[src/gpio56_pkg.sv]
/*
  Package for the port 5 / port 6 pin block: register offsets, reset
  values, field positions and timer mode codes.
  Assumes a plain strobe register port with 8-bit data.
*/
package gpio56_pkg;
  // ----------------------------------------------------------------
  // Register offsets (byte addresses on the plain register port)
  // ----------------------------------------------------------------
  localparam logic [3:0] OFS_PORT5_PULLUP   = 4'h0;
  localparam logic [3:0] OFS_PORT5_DIR      = 4'h1;
  localparam logic [3:0] OFS_PORT5_FUNC     = 4'h2;
  localparam logic [3:0] OFS_PORT6_DIR      = 4'h3;
  localparam logic [3:0] OFS_PORT6_DATA     = 4'h4;
  localparam logic [3:0] OFS_PORT5_DATA     = 4'h5;
  localparam logic [3:0] OFS_PORT5_PIN      = 4'h6;
  localparam logic [3:0] OFS_PORT6_PIN      = 4'h7;

  // ----------------------------------------------------------------
  // Reset values and field layout
  // ----------------------------------------------------------------
  localparam logic [7:0] RST_BYTE           = 8'h00;
  localparam logic [7:0] PULLUP_WRITE_MASK  = 8'h3f;
  localparam int         BIT_BUS_CLK        = 7;
  localparam int         BIT_BUS_DATA       = 6;
  localparam int         BIT_TIMER_PIN      = 7;
  localparam logic [1:0] CMB_MODE_NORMAL    = 2'h0;
  localparam int         SYNC_STAGES        = 2;
endpackage : gpio56_pkg

[src/gpio_ports_five_six_pinmux.sv]
/*
  Port 5 and port 6 general I/O with pin multiplexing: pull-ups, bus
  open-drain pins, wake-up inputs and timer-shared pins.
  Assumes a register master on mclk and pins asynchronous to mclk;
  pad wires are resolved outside from output and enable signals.
*/
// Behaviour
// - Pull-up on when bit set, off cleared
// - Pull-up acts only on input pins
// - Pull-up bits 7,6 read zero, ignore writes
// - Bus enable, wake-up select, else direction
// - Bus clock pin is open-drain only
// - Bus data pin is open-drain only
// - Wake-up select overrides direction; pin55 triggers converter
// - Port 6 direction write-only, reset zero
// - Port 6 data drives general output pins
// - Data read returns stored bit for outputs
// - Data read returns pin level for inputs
// - Timer configuration beats port settings
// - Pin 67 general I/O, feeds timer capture
// - Port 6 registers act only as general port
// - Port 5 direction 1 output, 0 input
// - Bus enable overrides port on pins 57,56
`timescale 1ns/1ps
module gpio_ports_five_six_pinmux
  import gpio56_pkg::*;
(
  input  wire logic       mclk,
  input  wire logic       rst_b,
  // Register port
  input  wire logic [3:0] reg_addr,
  input  wire logic [7:0] reg_wdata,
  input  wire logic       reg_wr,
  input  wire logic       reg_rd,
  output logic      [7:0] reg_rdata,
  // Serial bus block
  input  wire logic       bus_function_enable,
  input  wire logic       bus_clk_drive_low,
  input  wire logic       bus_data_drive_low,
  output logic            bus_clk_in,
  output logic            bus_data_in,
  // Timer block, pin 67 settings and signals
  input  wire logic       timer1_d_output_disable,
  input  wire logic [1:0] timer_combination_mode,
  input  wire logic       timer1_d_pulse_width_mode,
  input  wire logic [2:0] timer1_io_control_cd,
  input  wire logic       timer1_d_output,
  output logic            timer1_d_capture_in,
  // Wake-up and converter trigger
  output logic      [5:0] wakeup_in,
  output logic            converter_trigger_input,
  // Port 5 pads
  input  wire logic [7:0] port5_pin_in,
  output logic      [7:0] port5_pin_out,
  output logic      [7:0] port5_pin_oe,
  output logic      [5:0] port5_pullup_on,
  // Port 6 pads
  input  wire logic [7:0] port6_pin_in,
  output logic      [7:0] port6_pin_out,
  output logic      [7:0] port6_pin_oe
);
  import gpio56_pkg::*;

  logic [7:0] port5_pullup_control;
  logic [7:0] port5_direction;
  logic [7:0] port5_function_select;
  logic [7:0] port5_data;
  logic [7:0] port6_direction;
  logic [7:0] port6_output_data;
  logic [7:0] port5_sync;
  logic [7:0] port6_sync;
  logic       timer_owns_67;
  logic [7:0] p5_general;
  logic [7:0] p5_out_en;
  logic [7:0] next_rdata;
  logic       rd_hold;

  // ----------------------------------------------------------------
  // Pin synchronisers
  // ----------------------------------------------------------------
  // Every pin level read by logic passes two flops first
  bit_sync #(.WIDTH(8)) u_sync5 (
    .mclk     (mclk),
    .rst_b    (rst_b),
    .async_in (port5_pin_in),
    .sync_out (port5_sync)
  );

  bit_sync #(.WIDTH(8)) u_sync6 (
    .mclk     (mclk),
    .rst_b    (rst_b),
    .async_in (port6_pin_in),
    .sync_out (port6_sync)
  );

  // ----------------------------------------------------------------
  // Timer ownership of pin 67
  // ----------------------------------------------------------------
  timer_pin_decode u_dec67 (
    .output_disable   (timer1_d_output_disable),
    .combination_mode (timer_combination_mode),
    .pulse_width_mode (timer1_d_pulse_width_mode),
    .io_field         (timer1_io_control_cd),
    .timer_owns       (timer_owns_67)
  );

  // ----------------------------------------------------------------
  // Port 5 registers
  // ----------------------------------------------------------------
  // Only the low six pull-up bits are storable
  always_ff @(posedge mclk or negedge rst_b)
  begin
    if (!rst_b)
      port5_pullup_control <= RST_BYTE;
    else if (reg_wr && reg_addr == OFS_PORT5_PULLUP)
      port5_pullup_control <= reg_wdata & PULLUP_WRITE_MASK;
  end

  // Direction, function select and data of port 5
  always_ff @(posedge mclk or negedge rst_b)
  begin
    if (!rst_b)
    begin
      port5_direction       <= RST_BYTE;
      port5_function_select <= RST_BYTE;
      port5_data            <= RST_BYTE;
    end
    else if (reg_wr)
    begin
      if (reg_addr == OFS_PORT5_DIR)
        port5_direction <= reg_wdata;
      if (reg_addr == OFS_PORT5_FUNC)
        port5_function_select <= reg_wdata;
      if (reg_addr == OFS_PORT5_DATA)
        port5_data <= reg_wdata;
    end
  end

  // ----------------------------------------------------------------
  // Port 6 registers
  // ----------------------------------------------------------------
  // Direction is write-only; data stores output levels
  always_ff @(posedge mclk or negedge rst_b)
  begin
    if (!rst_b)
    begin
      port6_direction   <= RST_BYTE;
      port6_output_data <= RST_BYTE;
    end
    else if (reg_wr)
    begin
      if (reg_addr == OFS_PORT6_DIR)
        port6_direction <= reg_wdata;
      if (reg_addr == OFS_PORT6_DATA)
        port6_output_data <= reg_wdata;
    end
  end

  // ----------------------------------------------------------------
  // Port 5 pin selection
  // ----------------------------------------------------------------
  // Which pins are general I/O: bus and wake-up take priority
  always_comb
  begin
    p5_general        = 8'hff;
    p5_general[5:0]   = ~port5_function_select[5:0];
    if (bus_function_enable)
    begin
      p5_general[BIT_BUS_CLK]  = 1'b0;
      p5_general[BIT_BUS_DATA] = 1'b0;
    end
  end

  // General pins drive when direction is 1
  assign p5_out_en = p5_general & port5_direction;

  // Pad drive: bus pins only pull low, never drive high
  always_comb
  begin
    port5_pin_out = port5_data;
    port5_pin_oe  = p5_out_en;
    if (bus_function_enable)
    begin
      port5_pin_out[BIT_BUS_CLK]  = 1'b0;
      port5_pin_oe[BIT_BUS_CLK]   = bus_clk_drive_low;
      port5_pin_out[BIT_BUS_DATA] = 1'b0;
      port5_pin_oe[BIT_BUS_DATA]  = bus_data_drive_low;
    end
  end

  // Pull-ups only where the direction bit says input
  // A wake-up pin left with direction 1 keeps its pull-up off, so that
  // software sees the same pull state whatever the pin function is
  assign port5_pullup_on = port5_pullup_control[5:0] & ~port5_direction[5:0];

  // Wake-up inputs, gated by their select bit
  assign wakeup_in = port5_sync[5:0] & port5_function_select[5:0];
  assign converter_trigger_input = wakeup_in[5];

  // Bus line levels back to the serial block
  assign bus_clk_in  = port5_sync[BIT_BUS_CLK];
  assign bus_data_in = port5_sync[BIT_BUS_DATA];

  // ----------------------------------------------------------------
  // Port 6 pin selection
  // ----------------------------------------------------------------
  // Timer overrides direction and data on pin 67
  always_comb
  begin
    port6_pin_out = port6_output_data;
    port6_pin_oe  = port6_direction;
    if (timer_owns_67)
    begin
      port6_pin_out[BIT_TIMER_PIN] = timer1_d_output;
      port6_pin_oe[BIT_TIMER_PIN]  = 1'b1;
    end
  end

  // Capture input always sees the synchronised pin level
  // It lags the pad by two cycles, like every other pin read
  assign timer1_d_capture_in = port6_sync[BIT_TIMER_PIN];

  // ----------------------------------------------------------------
  // Register read path
  // ----------------------------------------------------------------
  // Data reads mix stored bits and live levels by direction
  always_comb
  begin
    next_rdata = RST_BYTE;
    unique case (reg_addr)
      OFS_PORT5_PULLUP: next_rdata = port5_pullup_control;
      OFS_PORT5_FUNC:   next_rdata = port5_function_select;
      OFS_PORT5_DATA:   next_rdata = (port5_data & port5_direction)
                                   | (port5_sync & ~port5_direction);
      OFS_PORT6_DATA:   next_rdata = (port6_output_data & port6_direction)
                                   | (port6_sync & ~port6_direction);
      OFS_PORT5_PIN:    next_rdata = port5_sync;
      OFS_PORT6_PIN:    next_rdata = port6_sync;
      default:          next_rdata = RST_BYTE;  // Write-only and unmapped read zero
    endcase
  end

  // Read data stands only in the cycle after the strobe
  always_ff @(posedge mclk or negedge rst_b)
  begin
    if (!rst_b)
    begin
      reg_rdata <= RST_BYTE;
      rd_hold   <= 1'b0;
    end
    else
    begin
      rd_hold   <= reg_rd;
      reg_rdata <= reg_rd ? next_rdata : RST_BYTE;
    end
  end

  // ----------------------------------------------------------------
  // Assertions
  // ----------------------------------------------------------------
  a_pullup_reserved: assert property (
    @(posedge mclk) disable iff (!rst_b)
    port5_pullup_control[7:6] == 2'h0)
    else $error("reserved pull-up bits set");

  a_pullup_write: assert property (
    @(posedge mclk) disable iff (!rst_b)
    reg_wr && reg_addr == OFS_PORT5_PULLUP
    |=> port5_pullup_control[5:0] == $past(reg_wdata[5:0]))
    else $error("pull-up write lost");

  a_pullup_output_off: assert property (
    @(posedge mclk) disable iff (!rst_b)
    (port5_pin_oe[5:0] & port5_pullup_on) == 6'h0)
    else $error("pull-up on a driven pin");

  a_bus_clk_low: assert property (
    @(posedge mclk) disable iff (!rst_b)
    bus_function_enable && port5_pin_oe[BIT_BUS_CLK]
    |-> !port5_pin_out[BIT_BUS_CLK])
    else $error("bus clock driven high");

  a_bus_data_low: assert property (
    @(posedge mclk) disable iff (!rst_b)
    bus_function_enable |-> port5_pin_oe[BIT_BUS_DATA] == bus_data_drive_low
      && !port5_pin_out[BIT_BUS_DATA])
    else $error("bus data not open drain");

  a_wakeup_no_drive: assert property (
    @(posedge mclk) disable iff (!rst_b)
    (port5_function_select[5:0] & port5_pin_oe[5:0]) == 6'h0)
    else $error("wake-up pin driven");

  a_data_read: assert property (
    @(posedge mclk) disable iff (!rst_b)
    reg_rd && reg_addr == OFS_PORT6_DATA && !reg_wr
    |=> ((reg_rdata ^ $past(port6_output_data)) & $past(port6_direction)) == 8'h00)
    else $error("stored bit not read back");

  a_timer_wins: assert property (
    @(posedge mclk) disable iff (!rst_b)
    timer_owns_67 |-> port6_pin_oe[BIT_TIMER_PIN]
      && port6_pin_out[BIT_TIMER_PIN] == timer1_d_output)
    else $error("timer not driving pin 67");

  a_general_p6: assert property (
    @(posedge mclk) disable iff (!rst_b)
    port6_pin_oe[6:0] == port6_direction[6:0])
    else $error("port 6 enable wrong");

  a_pullup_dir_off: assert property (
    @(posedge mclk) disable iff (!rst_b)
    (port5_direction[5:0] & port5_pullup_on) == 6'h0)
    else $error("pull-up on a pin set as output");

  a_general_p5: assert property (
    @(posedge mclk) disable iff (!rst_b)
    !bus_function_enable |-> port5_pin_oe[7:6] == port5_direction[7:6])
    else $error("port 5 enable not from direction");

  a_bus_override: assert property (
    @(posedge mclk) disable iff (!rst_b)
    bus_function_enable |-> port5_pin_oe[BIT_BUS_CLK] == bus_clk_drive_low)
    else $error("bus clock pin not owned by bus");

  a_timer_off: assert property (
    @(posedge mclk) disable iff (!rst_b)
    !timer_owns_67 |-> port6_pin_oe[BIT_TIMER_PIN] == port6_direction[BIT_TIMER_PIN]
      && port6_pin_out[BIT_TIMER_PIN] == port6_output_data[BIT_TIMER_PIN])
    else $error("pin 67 not general while timer idle");

  a_live_read: assert property (
    @(posedge mclk) disable iff (!rst_b)
    reg_rd && reg_addr == OFS_PORT6_DATA
    |=> ((reg_rdata ^ $past(port6_sync)) & ~$past(port6_direction)) == 8'h00)
    else $error("pin level not read back");

  a_dir_write_only: assert property (
    @(posedge mclk) disable iff (!rst_b)
    reg_rd && reg_addr == OFS_PORT6_DIR |=> reg_rdata == RST_BYTE)
    else $error("write-only direction readable");

  a_rdata_idle: assert property (
    @(posedge mclk) disable iff (!rst_b)
    !rd_hold |-> reg_rdata == RST_BYTE)
    else $error("read data outside read cycle");
endmodule : gpio_ports_five_six_pinmux

[src/bit_sync.sv]
/*
  Two-stage synchroniser for a vector of pin levels.
  Assumes inputs are asynchronous to mclk.
*/
`timescale 1ns/1ps
module bit_sync #(
  parameter int WIDTH = 8
) (
  input  wire logic             mclk,
  input  wire logic             rst_b,
  input  wire logic [WIDTH-1:0] async_in,
  output logic      [WIDTH-1:0] sync_out
);
  logic [WIDTH-1:0] stage1;

  // ----------------------------------------------------------------
  // First stage is read only by the second
  // ----------------------------------------------------------------
  always_ff @(posedge mclk or negedge rst_b)
  begin
    if (!rst_b)
    begin
      stage1   <= '0;
      sync_out <= '0;
    end
    else
    begin
      stage1   <= async_in;
      sync_out <= stage1;
    end
  end
endmodule : bit_sync

[src/timer_pin_decode.sv]
/*
  Decides whether a timer-shared port 6 pin is driven by the timer.
  Assumes timer settings are levels on the same clock as this block.
*/
`timescale 1ns/1ps
module timer_pin_decode
  import gpio56_pkg::*;
(
  input  wire logic       output_disable,
  input  wire logic [1:0] combination_mode,
  input  wire logic       pulse_width_mode,
  input  wire logic [2:0] io_field,
  output logic            timer_owns
);
  // ----------------------------------------------------------------
  // Timer output wins only while its output is enabled
  // ----------------------------------------------------------------
  always_comb
  begin
    timer_owns = 1'b0;
    if (!output_disable)
    begin
      // Field 001 or 01X selects a compare output
      if ((io_field == 3'h1) || (io_field[2:1] == 2'h1))
        timer_owns = 1'b1;
      if (pulse_width_mode)
        timer_owns = 1'b1;
      if (combination_mode != CMB_MODE_NORMAL)
        timer_owns = 1'b1;
    end
  end
endmodule : timer_pin_decode

[config.mk]
export PLATFORM = sky130hd
export DESIGN_NAME = gpio_ports_five_six_pinmux
export DESIGN_NICKNAME = d
export VERILOG_FILES = /design/src/gpio56_pkg.sv /design/src/gpio_ports_five_six_pinmux.sv /design/src/bit_sync.sv /design/src/timer_pin_decode.sv
export SDC_FILE = /design/constraint.sdc
export NUM_CORES = 1
export LEC_CHECK = 0
export ABC_AREA = 1
export BUFFER_PORTS_ARGS = -buffer_cell sky130_fd_sc_hd__buf_2
export CAP_MARGIN = 40
export CORE_UTILIZATION = 50
export DETAILED_ROUTE_END_ITERATION = 8
export PLACE_DENSITY_LB_ADDON = 0.2
export SLEW_MARGIN = 20
export SYNTH_ARGS = -nofsm -noshare
export SYNTH_HDL_FRONTEND = slang
export SYNTH_SLANG_ARGS = --single-unit
[constraint.sdc]
create_clock -name mclk -period 1 [get_ports mclk]
set_clock_uncertainty 0.05 [all_clocks]
set_input_delay 0 -clock mclk [delete_from_list [all_inputs] [get_ports mclk]]
set_output_delay 0 -clock mclk [all_outputs]
set_load 0.02 [all_outputs]
# Yosys cells after proc, flatten, opt, wreduce, memory -nomap -nowiden

Cells that the tools add are included.
W data, S select, Z words.

Memories: 0
Word-level logic and storage cells: 53
Latch bits: 0
Bits in writable memories: 0
Memory bits (read-only): 0
Flip-flop bits (word level): 86

$lt $le $gt $ge: 0
Bitwise logic cells: 13
$mul: 0
Eq/ne operators: 9
Div/mod/pow operators: 0
Reduce and logical (&&, ||, !) cells: 9
Shifts and indexed selects: 0
Multiplexer cells: 11
$add $sub $neg: 0

Operators by type and width:

| cell                 | count |
|---|---|
| $pmux W8 S6          | 1 |
| $and A8 B8 Y8        | 5 |
| $eq A4 B3 Y1 const B | 4 |
| $not A8 Y8           | 2 |
| $or A8 B8 Y8         | 2 |
| $and A6 B6 Y6        | 2 |
| $not A6 Y6           | 2 |
| $reduce_and A2 Y1    | 5 |
| $eq A4 B2 Y1 const B | 2 |
| $mux W8              | 1 |
| $mux W1              | 6 |
| $mux W2              | 3 |
| $eq A4 B1 Y1 const B | 1 |
| $logic_not A4 Y1     | 1 |
| $eq A3 B1 Y1 const B | 1 |
| $eq A2 B1 Y1 const B | 1 |
| $reduce_bool A2 Y1   | 1 |
| $logic_and A1 B1 Y1  | 1 |
| $logic_or A1 B1 Y1   | 1 |

# Logic depth before layout (Yosys ltp)

Gate-level depths: netlist (run 1).

Depth in word-level cells: 7
Mapped depth: 7

# Hierarchy

From an unflattened synthesis (run 1), not the netlist that was laid out.

Cell total of the unflattened synthesis: 430
Area total of the unflattened synthesis: 3731.1 um2

By module, submodules not included:

| module                     | area an instance (um2) | cells each | seq. area each (um2) | instances |
|---|---|---|---|---|
| gpio_ports_five_six_pinmux | 2904.0                 | 391        | 1351.3               | 1 |
| bit_sync                   | 400.4                  | 16         | 400.4                | 2 |
| timer_pin_decode           | 26.3                   | 7          | 0.0                  | 1 |

# Worst setup path after synthesis (run 1)

No wires, ideal clock.

Kind: reg-to-reg
From: reg u_sync5.sync_out[6]
To: reg reg_rdata[6]
Buffers on the path: 0
Clock period less this slack: 991 ps
Cell stages (with the launch flop): 7
Path slack: 9 ps
Arrival time: 870 ps
Cells stage by stage: dfrtp_1 -> inv_1 -> o21ai_0 -> nand2_1 -> nand3_1 -> nor2_1 -> nor2_1

Longest elaborated chain between the ends: 4

Ends and longest elaborated chain:

| element                | RTL line                          | text |
|---|---|---|
| start, declared        | bit_sync.sv:12                    | `output logic [WIDTH-1:0] sync_out` |
| start signal, assigned | bit_sync.sv:29                    | `sync_out <= stage1;` |
| $and A8 B8 Y8          | gpio_ports_five_six_pinmux.sv:234 | `\| (port5_sync & ~port5_direction);` |
| $or A8 B8 Y8           | gpio_ports_five_six_pinmux.sv:234 |  |
| $pmux W8 S6 *          | gpio_ports_five_six_pinmux.sv:230 | `unique case (reg_addr)` |
| $mux W8 *              | gpio_ports_five_six_pinmux.sv:254 | `reg_rdata <= reg_rd ? next_rdata : RST_BYTE;` |
| end signal, assigned   | gpio_ports_five_six_pinmux.sv:254 |  |
| end, declared          | gpio_ports_five_six_pinmux.sv:35  | `output logic [7:0] reg_rdata,` |

Every way passes the cells marked *; elsewhere a longest branch is shown, timed or not.
A chain may end at the register's enable or synchronous reset.

# Final worst setup path (run 1)

From: reg port5_direction[6]
To: out port5_pin_oe[6]

Longest elaborated chain between the ends: 2

Ends and longest elaborated chain:

| element                | RTL line                          | text |
|---|---|---|
| start, declared        | gpio_ports_five_six_pinmux.sv:65  | `logic [7:0] port5_direction;` |
| start signal, assigned | gpio_ports_five_six_pinmux.sv:131 | `port5_direction <= reg_wdata;` |
| $and A8 B8 Y8          | gpio_ports_five_six_pinmux.sv:175 | `assign p5_out_en = p5_general & port5_direction;` |
| $mux W2                | gpio_ports_five_six_pinmux.sv:182 | `if (bus_function_enable)` |
| end, declared          | gpio_ports_five_six_pinmux.sv:55  | `output logic [7:0] port5_pin_oe,` |

Every way passes these cells.

==> results of run 1 <==
-- worst register-to-register path, stage by stage (launching register included) --
cell	delay (ps)
dfrtp_1	400
buf_4	140
buf_6	110
nand2_2	60
o21ai_2	60
nand2_1	60
nand3_1	70
nor2_1	100
nor2_1	40
-- power groups by stage --
stage / Sequential (mW) / Clock (mW) / Combinational, mW
2_1_floorplan: 4.30 / 0 / 1.39
3_3_place_gp: 4.30 / 0 / 2.13
3_5_place_dp: 4.32 / 0 / 2.18
4_1_cts: 4.31 / 2.42 / 2.85
5_1_grt: 4.42 / 2.57 / 3.55
6_report: 4.38 / 2.37 / 3.30
-- cells by family after synthesis --
group                  Yosys count  share of synthesized area (%)
DFF                             86                          58.29
AOI/OAI and AO/OA               64                          8.675
and+or+nand+nor                200                          22.03
buffers and inverters           74                          10.40
muxes                            2                         0.6099
-- area by class of cell --
cell class	count	area, um^2	area share, %
Clock buffer	11	141.4	2.530
Clock inverter	4	47.55	0.8509
Inverter	46	172.7	3.090
Multi-Input combinational cell	266	1275	22.82
Sequential cell	86	2156	38.58
Tap cell	96	120.1	2.150
Timing Repair Buffer	194	1675	29.98
-- repair_timing --
action                     4_1_cts  5_1_grt
hold endpoints to repair       149        0
setup endpoints to repair       41       52
pin swaps                       21       35
cloned                           0        0
hold buffers                    26        0
setup buffers                   22       12
resized for setup              101       67
-- through the flow --
| step | setup TNS (ps) | std cells | power (mW) |
|---|---|---|---|
| 2_1_floorplan | 0 | 426 | 5.682 |
| 3_3_place_gp | -2042 | 636 | 6.432 |
| 3_5_place_dp | -3583 | 636 | 6.499 |
| 4_1_cts | -3852 | 691 | 9.582 |
| 5_1_grt | -6176 | 703 | 10.55 |
| 6_report | -4215 | 703 | 10.04 |
-- registers in the layout, indices dropped and copies added (netlist names) --
name	cells
port5_data	8
port5_direction	8
port5_function_select	8
port6_direction	8
port6_output_data	8
reg_rdata	8
u_sync5.stage1	8
u_sync5.sync_out	8
u_sync6.stage1	8
u_sync6.sync_out	8
port5_pullup_control	6
-- worst max-delay path by stage --
stage	startpoint	endpoint	slack, ps	cells past startpoint
floorplan	u_sync5.sync_out[6]	reg_rdata[6]	9	6
global placement	reg_addr[0]	port6_output_data[2]	-120	7
detailed placement	reg_addr[0]	port6_output_data[2]	-160	7
CTS	port5_direction[6]	port5_pin_oe[6]	-330	3
global route	port5_direction[6]	port5_pin_oe[6]	-350	3
finish	port5_direction[6]	port5_pin_oe[6]	-320	3
-- synthesized netlist by cell type --
master   number
a21oi_1       6
buf_2         4
buf_4        21
buf_6         3
dfrtp_1      86
inv_1        46
mux2_2        2
nand2_1     127
nand2_2       1
nand2_4       1
nand3_1      17
nor2_1       47
nor2_2        3
nor2_4        3
nor3_1        1
o21ai_0      58
-- per-layer routing --
metal | track usage (%) | vias to the layer above | share of wire (%)
met5 | 0 | - | 0
met2 | 49.54 | 138 | 53
met1 | 31.46 | 1635 | 38
met4 | 10.88 | 0 | 2.3
li1 | - | 1655 | -
met3 | 6.598 | 26 | 6.0
==> flow_results.xml, run 1 <==
<?xml version="1.0" encoding="UTF-8"?>
<metrics>
  <group name="grt">
    <metric name="gr_ovfl_total" unit="">0</metric>
    <metric name="global_route.usage.total" unit="%">27.51</metric>
    <metric name="grt_start_max_net_pins" unit="">26</metric>
    <metric name="grt_antenna_before_repair" unit="">0</metric>
    <metric name="grt_pass1_vias" unit="">3412</metric>
    <metric name="grt_first_pass_wirelength" unit="um">15580</metric>
  </group>
  <group name="critical_path">
    <metric name="critical_r2r_capture" unit="">reg_rdata[6]</metric>
    <metric name="worstSetupPathType" unit="">flip-flop to primary output</metric>
    <metric name="crit-reg2reg-launch" unit="">port5_direction[6]</metric>
    <metric name="r2r_slack" unit="ps">-200</metric>
    <metric name="slowest_stage" unit="">dfrtp_1</metric>
    <metric name="path_cells" unit="">buf_6 &gt; mux2_4 &gt; buf_6</metric>
    <metric name="cpPeakStageDelay" unit="ps">400</metric>
    <metric name="critPathTopFamily" unit="">flip-flops</metric>
    <metric name="crit_arrival" unit="ps">1270</metric>
    <metric name="timing.critical_path.mode_cell" unit="">buf_6</metric>
    <metric name="critPathMaxFanout" unit="">2</metric>
    <metric name="critPathRequiredTime" unit="ps">950</metric>
    <metric name="cp_num_buf_inv" unit="">2</metric>
    <metric name="start_kind" unit="">flip-flop</metric>
    <metric name="setup_crit_end_kind" unit="">primary output</metric>
    <metric name="reg2regPathDepth" unit="">8</metric>
  </group>
  <group name="final_layout">
    <metric name="area_growth_syn_to_layout" unit="%">51.34</metric>
    <metric name="layout.nets" unit="">646</metric>
    <metric name="fraction_of_the_core_area_covered_by_cells_at_the_end_of_the_flow" unit="%">80.47</metric>
    <metric name="leading_cell_type_in_the_layout_fill_and_taps_excluded" unit="">nand2_1</metric>
    <metric name="layout_common_cells" unit="">108 x nand2_1, 83 x dfrtp_1, 61 x buf_6</metric>
    <metric name="drive_gt1_share" unit="%">39.37</metric>
    <metric name="post-route-cell-area" unit="mm^2">0.005588</metric>
    <metric name="number_of_fillers_in_the_final_layout" unit="">444</metric>
    <metric name="num_antenna_cells" unit="">0</metric>
  </group>
  <group name="sta">
    <metric name="final-setup-viol-count" unit="">39</metric>
    <metric name="holdWs" unit="ps">47.23</metric>
    <metric name="max_freq" unit="GHz">0.7578</metric>
    <metric name="setup_repair_after_global_routing_missed_its_margin" unit="">yes</metric>
    <metric name="hold_viol" unit="">0</metric>
    <metric name="shortest_clock_period_the_worst_path_allows_after_layout" unit="ps">1320</metric>
    <metric name="timing_worst_slew_pin_value" unit="ps">360.7</metric>
    <metric name="timing.final.crit_share" unit="%">132.0</metric>
    <metric name="slew_headroom" unit="%">75.95</metric>
    <metric name="worst_slack" unit="ps">-319.6</metric>
    <metric name="slew_violations" unit="">0</metric>
  </group>
  <group name="cts">
    <metric name="ctsHtreeMaxLevel" unit="">3</metric>
    <metric name="tritoncts" unit="">yes</metric>
    <metric name="clock_sinks" unit="">86</metric>
    <metric name="clkLatencyLatePin" unit="ps">360</metric>
    <metric name="cts.clk_slew.worst_paths" unit="ps">80</metric>
    <metric name="cts_made_buffers" unit="">9</metric>
    <metric name="cts_root_buffer" unit="">clkbuf_8</metric>
    <metric name="cts_buffer_depth" unit="">2</metric>
  </group>
  <group name="place">
    <metric name="placement.io_buffers" unit="">98</metric>
    <metric name="place_congestion" unit="">0.8392</metric>
    <metric name="placed_instance_area" unit="mm^2">0.004474</metric>
    <metric name="hpwl" unit="um">6472</metric>
    <metric name="detailedPlace.worstSlack" unit="ps">-163.8</metric>
  </group>
  <group name="yosys">
    <metric name="yosysTopAreaCellShare" unit="%">58.29</metric>
    <metric name="synth_warnings" unit="">0</metric>
    <metric name="synth.lib_cells_used.distinct" unit="">16</metric>
    <metric name="syn-cell-area" unit="mm^2">0.003692</metric>
    <metric name="post_synth.cell_area_avg" unit="um^2">8.667</metric>
    <metric name="mappedNetlistNets" unit="">469</metric>
    <metric name="post_synth_inst_count" unit="">426</metric>
    <metric name="yosys-top-cells-area" unit="">dfrtp_1 58%, nand2_1 13%, o21ai_0 7.9%, nor2_1 4.8%, inv_1 4.7%</metric>
    <metric name="synth.largest_area_cell" unit="">dfrtp_1</metric>
    <metric name="synth-seq-area-share" unit="%">58.29</metric>
    <metric name="synth.ff_latch_count" unit="">86</metric>
  </group>
  <group name="floorplanning">
    <metric name="vert_die_dim" unit="um">87.94</metric>
    <metric name="floorplan.core_area" unit="mm^2">0.006944</metric>
    <metric name="initial_utilization" unit="%">53.17</metric>
    <metric name="horiz_die_dim" unit="um">87.94</metric>
    <metric name="fp.dieArea" unit="mm^2">0.007733</metric>
    <metric name="pin_count" unit="">99</metric>
    <metric name="fp-row-count" unit="">30</metric>
  </group>
  <group name="route">
    <metric name="detail_route.first_pass.iterations" unit="">4</metric>
    <metric name="wire_per_inst" unit="um">15.11</metric>
    <metric name="iteration_0_drc_count_of_the_detailed_router" unit="">157</metric>
    <metric name="postRouteWirelength" unit="um">10620</metric>
    <metric name="number_of_nets_still_failing_antenna_checks_after_routing" unit="">0</metric>
    <metric name="via_count" unit="">3454</metric>
    <metric name="vias_per_cell" unit="">4.913</metric>
    <metric name="drc_errors" unit="">0</metric>
  </group>
  <group name="hold_path">
    <metric name="min_path_type" unit="">input port to async pin</metric>
  </group>
  <group name="outcome">
    <metric name="failed_checks" unit="">setup timing</metric>
    <metric name="outcome" unit="">finished, violations left</metric>
  </group>
  <group name="pwr">
    <metric name="sequential_group_share_of_total_power" unit="%">43.6</metric>
    <metric name="power.internal" unit="mW">6.847</metric>
    <metric name="power.density" unit="mW/mm^2">1798</metric>
    <metric name="p_leak" unit="nW">2.917</metric>
    <metric name="p_sw_share" unit="%">31.83</metric>
    <metric name="clockPowerShare" unit="%">23.6</metric>
    <metric name="netSwitchingPower" unit="mW">3.197</metric>
    <metric name="p_comb_share" unit="%">32.8</metric>
    <metric name="ir_drop" unit="mV">1.369</metric>
  </group>
  <group name="job">
    <metric name="max_cap_violations" unit="">0</metric>
  </group>
</metrics>
Power figures use the tool's default switching activity.
==> inputs of run 2 (changes only) <==
--- a/config.mk
+++ b/config.mk
@@ -10,6 +10,8 @@
 export CAP_MARGIN = 40
 export CORE_UTILIZATION = 50
 export DETAILED_ROUTE_END_ITERATION = 8
+export GPL_ROUTABILITY_DRIVEN = 0
+export GPL_TIMING_DRIVEN = 0
 export PLACE_DENSITY_LB_ADDON = 0.2
 export SLEW_MARGIN = 20
 export SYNTH_ARGS = -nofsm -noshare
==> flow_results.xml, run 2 (synthesis gave the netlist of run 1 again) <==
<?xml version="1.0" encoding="UTF-8"?>
<metrics>
  <group name="outcome">
    <metric name="outcome" unit="">finished, violations left</metric>
    <metric name="failed_checks" unit="">hold timing, setup timing</metric>
  </group>
  <group name="route">
    <metric name="via_count" unit="">3455</metric>
    <metric name="postRouteWirelength" unit="um">10240</metric>
    <metric name="drc_errors" unit="">0</metric>
    <metric name="number_of_nets_still_failing_antenna_checks_after_routing" unit="">0</metric>
    <metric name="iteration_0_drc_count_of_the_detailed_router" unit="">223</metric>
    <metric name="wire_per_inst" unit="um">14.84</metric>
    <metric name="vias_per_cell" unit="">5.007</metric>
    <metric name="detail_route.first_pass.iterations" unit="">6</metric>
  </group>
  <group name="grt">
    <metric name="grt_antenna_before_repair" unit="">0</metric>
    <metric name="global_route.usage.total" unit="%">27.78</metric>
    <metric name="grt_start_max_net_pins" unit="">52</metric>
    <metric name="gr_ovfl_total" unit="">0</metric>
    <metric name="grt_pass1_vias" unit="">3343</metric>
    <metric name="grt_first_pass_wirelength" unit="um">15780</metric>
  </group>
  <group name="floorplanning">
    <metric name="fp.dieArea" unit="mm^2">0.007733</metric>
    <metric name="floorplan.core_area" unit="mm^2">0.006944</metric>
    <metric name="vert_die_dim" unit="um">87.94</metric>
    <metric name="initial_utilization" unit="%">53.17</metric>
    <metric name="fp-row-count" unit="">30</metric>
    <metric name="pin_count" unit="">99</metric>
    <metric name="horiz_die_dim" unit="um">87.94</metric>
  </group>
  <group name="sta">
    <metric name="max_freq" unit="GHz">0.8184</metric>
    <metric name="timing_worst_slew_pin_value" unit="ps">544.5</metric>
    <metric name="holdWs" unit="ps">-39.22</metric>
    <metric name="worst_slack" unit="ps">-221.9</metric>
    <metric name="timing.final.crit_share" unit="%">122.2</metric>
    <metric name="final-setup-viol-count" unit="">50</metric>
    <metric name="slew_violations" unit="">0</metric>
    <metric name="shortest_clock_period_the_worst_path_allows_after_layout" unit="ps">1222</metric>
    <metric name="setup_repair_after_global_routing_missed_its_margin" unit="">yes</metric>
    <metric name="slew_headroom" unit="%">63.66</metric>
    <metric name="hold_viol" unit="">6</metric>
  </group>
  <group name="pwr">
    <metric name="totalPowerFinal" unit="mW">10.12</metric>
    <metric name="ir_drop" unit="mV">1.089</metric>
    <metric name="p_leak" unit="nW">2.839</metric>
    <metric name="power.density" unit="mW/mm^2">1851</metric>
  </group>
  <group name="cts">
    <metric name="clkLatencyLatePin" unit="ps">360</metric>
    <metric name="clock_sinks" unit="">86</metric>
    <metric name="cts_made_buffers" unit="">9</metric>
    <metric name="cts_root_buffer" unit="">clkbuf_8</metric>
    <metric name="tritoncts" unit="">yes</metric>
    <metric name="ctsHtreeMaxLevel" unit="">3</metric>
    <metric name="cts.clk_slew.worst_paths" unit="ps">90</metric>
    <metric name="cts_hold_buffers" unit="">26</metric>
    <metric name="cts_buffer_depth" unit="">2</metric>
  </group>
  <group name="job">
    <metric name="max_cap_violations" unit="">0</metric>
  </group>
  <group name="critical_path">
    <metric name="worstSetupPathType" unit="">flip-flop to primary output</metric>
    <metric name="critPathRequiredTime" unit="ps">950</metric>
    <metric name="critPathMaxFanout" unit="">2</metric>
    <metric name="crit_arrival" unit="ps">1170</metric>
    <metric name="start_kind" unit="">flip-flop</metric>
    <metric name="setup_crit_end_kind" unit="">primary output</metric>
  </group>
  <group name="final_layout">
    <metric name="leading_cell_type_in_the_layout_fill_and_taps_excluded" unit="">nand2_1</metric>
    <metric name="number_of_fillers_in_the_final_layout" unit="">446</metric>
    <metric name="num_antenna_cells" unit="">0</metric>
    <metric name="area_growth_syn_to_layout" unit="%">48.09</metric>
    <metric name="layout.nets" unit="">632</metric>
    <metric name="layout_common_cells" unit="">117 x nand2_1, 83 x dfrtp_1, 67 x buf_6</metric>
    <metric name="drive_gt1_share" unit="%">37.88</metric>
  </group>
  <group name="place">
    <metric name="placement.io_buffers" unit="">98</metric>
    <metric name="detailedPlace.worstSlack" unit="ps">-491.2</metric>
    <metric name="hpwl" unit="um">6176</metric>
  </group>
  <group name="hold_path">
    <metric name="min_path_type" unit="">input port to flip-flop</metric>
  </group>
</metrics>
==> run 2: worst paths after layout <==
check	end	start	cells past startpoint	slack, ps
hold reg to reg	u_sync5.sync_out[5]	u_sync5.stage1[5]	0	300
setup / recovery	port5_pin_oe[6]	port5_direction[6]	2	-220
min in group asynchronous	port5_data[1]	rst_b	2	90
hold / removal	port6_output_data[1]	reg_wr	4	-40
setup reg to reg	reg_rdata[4]	port5_direction[4]	8	-150
max in group asynchronous	port5_direction[5]	rst_b	3	240
==> run 2: per-layer routing <==
metal  global-route usage [%]  wire (um)
met3                    4.713        597
met4                    14.90        357
met2                    46.93       5103
met5                        0          0
met1                    34.17       4183
==> run 2: area by class of cell <==
type	count	area (um^2)	area share (%)
Buffer	24	250.2	4.577
Inverter	46	172.7	3.158
Timing Repair Buffer	156	1295	23.68
Clock buffer	11	151.4	2.769
Sequential cell	86	2156	39.43
Multi-Input combinational cell	266	1265	23.13
Clock inverter	5	57.56	1.053
Tap cell	96	120.1	2.197
==> run 2: power breakdown <==
group	switching [mW]	internal (mW)
combinational	1.54	1.66
sequential	0.423	3.95
clock	1.26	1.29
==> run 2: timing repair <==
item | 4_1_cts | 5_1_grt
setup endpoints to repair | 62 | 113
pin swaps | 23 | 26
setup buffers | 22 | 9
hold endpoints to repair | 112 | 5
resized for setup | 114 | 53
==> run 2: worst max-delay path, stage by stage, from the launching register on <==
cell	delay (ps)
dfrtp_1	410
mux2_2	280
buf_6	130
==> run 2: per-stage QoR <==
stage          instances  hold WS, ps  util (%)  instance area [um^2]  setup TNS (ps)
2_1_floorplan        426       -345.6         -                  3692               0
3_3_place_gp         620        57.81     61.96                  4303          -84000
3_5_place_dp         621        19.39     62.29                  4325          -17570
4_1_cts              681        1.019     75.93                  5273           -4061
5_1_grt              690       -21.12     78.74                  5468           -6749
6_report             690       -39.22     78.74                  5468           -4607
==> inputs of run 3 (changes only) <==
--- a/config.mk
+++ b/config.mk
@@ -8,11 +8,13 @@
 export ABC_AREA = 1
 export BUFFER_PORTS_ARGS = -buffer_cell sky130_fd_sc_hd__buf_2
 export CAP_MARGIN = 40
+export CORE_ASPECT_RATIO = 0.7
 export CORE_UTILIZATION = 50
 export DETAILED_ROUTE_END_ITERATION = 8
 export GPL_ROUTABILITY_DRIVEN = 0
 export GPL_TIMING_DRIVEN = 0
 export PLACE_DENSITY_LB_ADDON = 0.2
+export SKIP_LAST_GASP = 1
 export SLEW_MARGIN = 20
 export SYNTH_ARGS = -nofsm -noshare
 export SYNTH_HDL_FRONTEND = slang
==> flow_results.xml, run 3 (synthesis gave the netlist of run 1 again) <==
<?xml version="1.0" encoding="UTF-8"?>
<metrics>
  <group name="route">
    <metric name="via_count" unit="">3551</metric>
    <metric name="dr.max_layer_used" unit="">met4</metric>
    <metric name="postRouteWirelength" unit="um">10670</metric>
    <metric name="iteration_0_drc_count_of_the_detailed_router" unit="">303</metric>
    <metric name="detail_route.wirelength.met1" unit="um">4330</metric>
    <metric name="drc_errors" unit="">0</metric>
    <metric name="detail_route.first_pass.iterations" unit="">5</metric>
    <metric name="met2WireLength" unit="um">5132</metric>
    <metric name="number_of_nets_still_failing_antenna_checks_after_routing" unit="">0</metric>
    <metric name="vias_per_cell" unit="">5.132</metric>
    <metric name="route.met3.wl" unit="um">940</metric>
    <metric name="wire_per_inst" unit="um">15.42</metric>
  </group>
  <group name="cts">
    <metric name="tritoncts" unit="">yes</metric>
    <metric name="cts_buffer_depth" unit="">2</metric>
    <metric name="cts.clk_slew.worst_paths" unit="ps">90</metric>
    <metric name="clock_sinks" unit="">86</metric>
    <metric name="clkLatencyLatePin" unit="ps">370</metric>
    <metric name="cts_root_buffer" unit="">clkbuf_8</metric>
    <metric name="ctsHtreeMaxLevel" unit="">3</metric>
    <metric name="cts_made_buffers" unit="">9</metric>
  </group>
  <group name="outcome">
    <metric name="outcome" unit="">finished, violations left</metric>
    <metric name="failed_checks" unit="">setup timing</metric>
  </group>
  <group name="sta">
    <metric name="final-setup-viol-count" unit="">53</metric>
    <metric name="max_freq" unit="GHz">0.8194</metric>
    <metric name="worst_slack" unit="ps">-220.3</metric>
    <metric name="final.setup.tns" unit="ps">-5332</metric>
    <metric name="slew_violations" unit="">0</metric>
    <metric name="shortest_clock_period_the_worst_path_allows_after_layout" unit="ps">1220</metric>
    <metric name="slew_headroom" unit="%">63.08</metric>
    <metric name="holdWs" unit="ps">39.62</metric>
    <metric name="timing.final.crit_share" unit="%">122.0</metric>
    <metric name="hold_viol" unit="">0</metric>
    <metric name="setup_repair_after_global_routing_missed_its_margin" unit="">yes</metric>
    <metric name="timing_worst_slew_pin_value" unit="ps">553.2</metric>
  </group>
  <group name="place">
    <metric name="placed_cells_incl_taps" unit="">619</metric>
    <metric name="hpwl" unit="um">6513</metric>
    <metric name="placed_instance_area" unit="mm^2">0.004330</metric>
    <metric name="placement.io_buffers" unit="">98</metric>
  </group>
  <group name="floorplanning">
    <metric name="fp.dieArea" unit="mm^2">0.007738</metric>
    <metric name="initial_utilization" unit="%">53.17</metric>
    <metric name="vert_die_dim" unit="um">73.90</metric>
    <metric name="floorplan.core_area" unit="mm^2">0.006944</metric>
    <metric name="horiz_die_dim" unit="um">104.7</metric>
    <metric name="pin_count" unit="">99</metric>
    <metric name="fp-row-count" unit="">25</metric>
  </group>
  <group name="pwr">
    <metric name="sequential_group_share_of_total_power" unit="%">41.8</metric>
    <metric name="ir_drop" unit="mV">1.047</metric>
    <metric name="p_comb_share" unit="%">32.1</metric>
    <metric name="p_leak" unit="nW">2.871</metric>
    <metric name="clockPowerShare" unit="%">26.2</metric>
    <metric name="p_sw_share" unit="%">32.06</metric>
    <metric name="power.density" unit="mW/mm^2">1892</metric>
    <metric name="totalPowerFinal" unit="mW">10.52</metric>
    <metric name="power.internal" unit="mW">7.150</metric>
    <metric name="netSwitchingPower" unit="mW">3.375</metric>
  </group>
  <group name="grt">
    <metric name="grt_pass1_vias" unit="">3405</metric>
    <metric name="gr_ovfl_total" unit="">0</metric>
    <metric name="grt_start_max_net_pins" unit="">59</metric>
    <metric name="grt_first_pass_wirelength" unit="um">16340</metric>
    <metric name="global_route.usage.total" unit="%">28.57</metric>
    <metric name="grt_antenna_before_repair" unit="">0</metric>
  </group>
  <group name="final_layout">
    <metric name="seqCellArea" unit="mm^2">0.002157</metric>
    <metric name="fin_cells" unit="">692</metric>
    <metric name="leading_cell_type_in_the_layout_fill_and_taps_excluded" unit="">nand2_1</metric>
    <metric name="layout_common_cells" unit="">115 x nand2_1, 82 x dfrtp_1, 71 x buf_6</metric>
    <metric name="num_antenna_cells" unit="">0</metric>
    <metric name="layout.nets" unit="">636</metric>
    <metric name="drive_gt1_share" unit="%">39.13</metric>
    <metric name="area_used_by_multi_input_combinational_logic" unit="mm^2">0.001289</metric>
    <metric name="number_of_fillers_in_the_final_layout" unit="">439</metric>
    <metric name="area_growth_syn_to_layout" unit="%">50.66</metric>
    <metric name="post-route-cell-area" unit="mm^2">0.005563</metric>
  </group>
  <group name="critical_path">
    <metric name="crit_arrival" unit="ps">1170</metric>
    <metric name="path_cells" unit="">mux2_2 &gt; buf_6</metric>
    <metric name="worstSetupPathType" unit="">flip-flop to primary output</metric>
    <metric name="critPathMaxFanout" unit="">2</metric>
    <metric name="critPathRequiredTime" unit="ps">950</metric>
    <metric name="start_kind" unit="">flip-flop</metric>
    <metric name="setup_crit_end_kind" unit="">primary output</metric>
    <metric name="slowest_stage" unit="">dfrtp_1</metric>
    <metric name="cpPeakStageDelay" unit="ps">400</metric>
  </group>
  <group name="job">
    <metric name="max_cap_violations" unit="">0</metric>
  </group>
  <group name="hold_path">
    <metric name="min_path_type" unit="">input port to async pin</metric>
  </group>
</metrics>
## run 3: cell count changes in the layout (fill, tap and decap cells not counted), sizes merged
cell      previous run  this run
buf                152       158
clkbuf              13         9
clkinv               4         0
inv                 46        50
bufinv               1         2
clkinvlp             0         1
## run 3: final cells by class
cell class	instances	area share, %
sequential	86	38.78
clock buffer	9	2.227
tap	94	2.114
buffer	25	4.656
timing repair buffer	159	24.11
multi-input combinational	266	23.17
clock inverter	7	1.844
inverter	46	3.104
## run 3: per-stage QoR
step / setup slack [ps] / util [%]
floorplan: 8.612 / -
global placement: -812.9 / 61.93
detailed placement: -503.7 / 62.36
CTS: -215.0 / 77.35
global route: -259.2 / 80.11
finish: -220.3 / 80.11
## run 3: path summary, 6_finish.rpt
check | startpoint | end | slack, ps | depth (start not counted)
max reg2reg | port5_direction[1] | reg_rdata[1] | -160 | 7
min reg2reg | u_sync6.stage1[6] | u_sync6.sync_out[6] | 310 | 0
min | rst_b | u_sync6.stage1[1] | 40 | 2
max | port5_direction[7] | port5_pin_oe[7] | -220 | 2
max in group asynchronous | rst_b | port5_function_select[3] | 240 | 3
min in group mclk | reg_wr | port5_pullup_control[0] | 40 | 5
## run 3: layer usage
layer | vias up | global-route usage, %
li1 | 1637 | -
met3 | 29 | 7.187
met1 | 1697 | 36.68
met4 | 0 | 12.99
met2 | 188 | 46.65
met5 | - | 0
## run 3: repair_timing
action,CTS,global route
setup endpoints to repair,61,85
hold buffers,26,0
endpoints found under the hold margin,148,0
resized for setup,134,51
buffers inserted,22,12
pin swaps,25,21
## run 3: power groups by stage
stage / clock (mW) / combinational [mW] / sequential (mW)
final: 2.76 / 3.37 / 4.39
after global placement: 0 / 2.02 / 4.36
after CTS: 2.78 / 3.08 / 4.35
after floorplan: 0 / 1.39 / 4.30
after detailed placement: 0 / 2.10 / 4.38
after global routing: 2.95 / 3.63 / 4.44
## run 3: worst max-delay path: cells and delay by family, from the launching register on
kind	cells	cell delay, ps
flip-flops	1	400
multiplexers	1	280
buffers and inverters	1	130
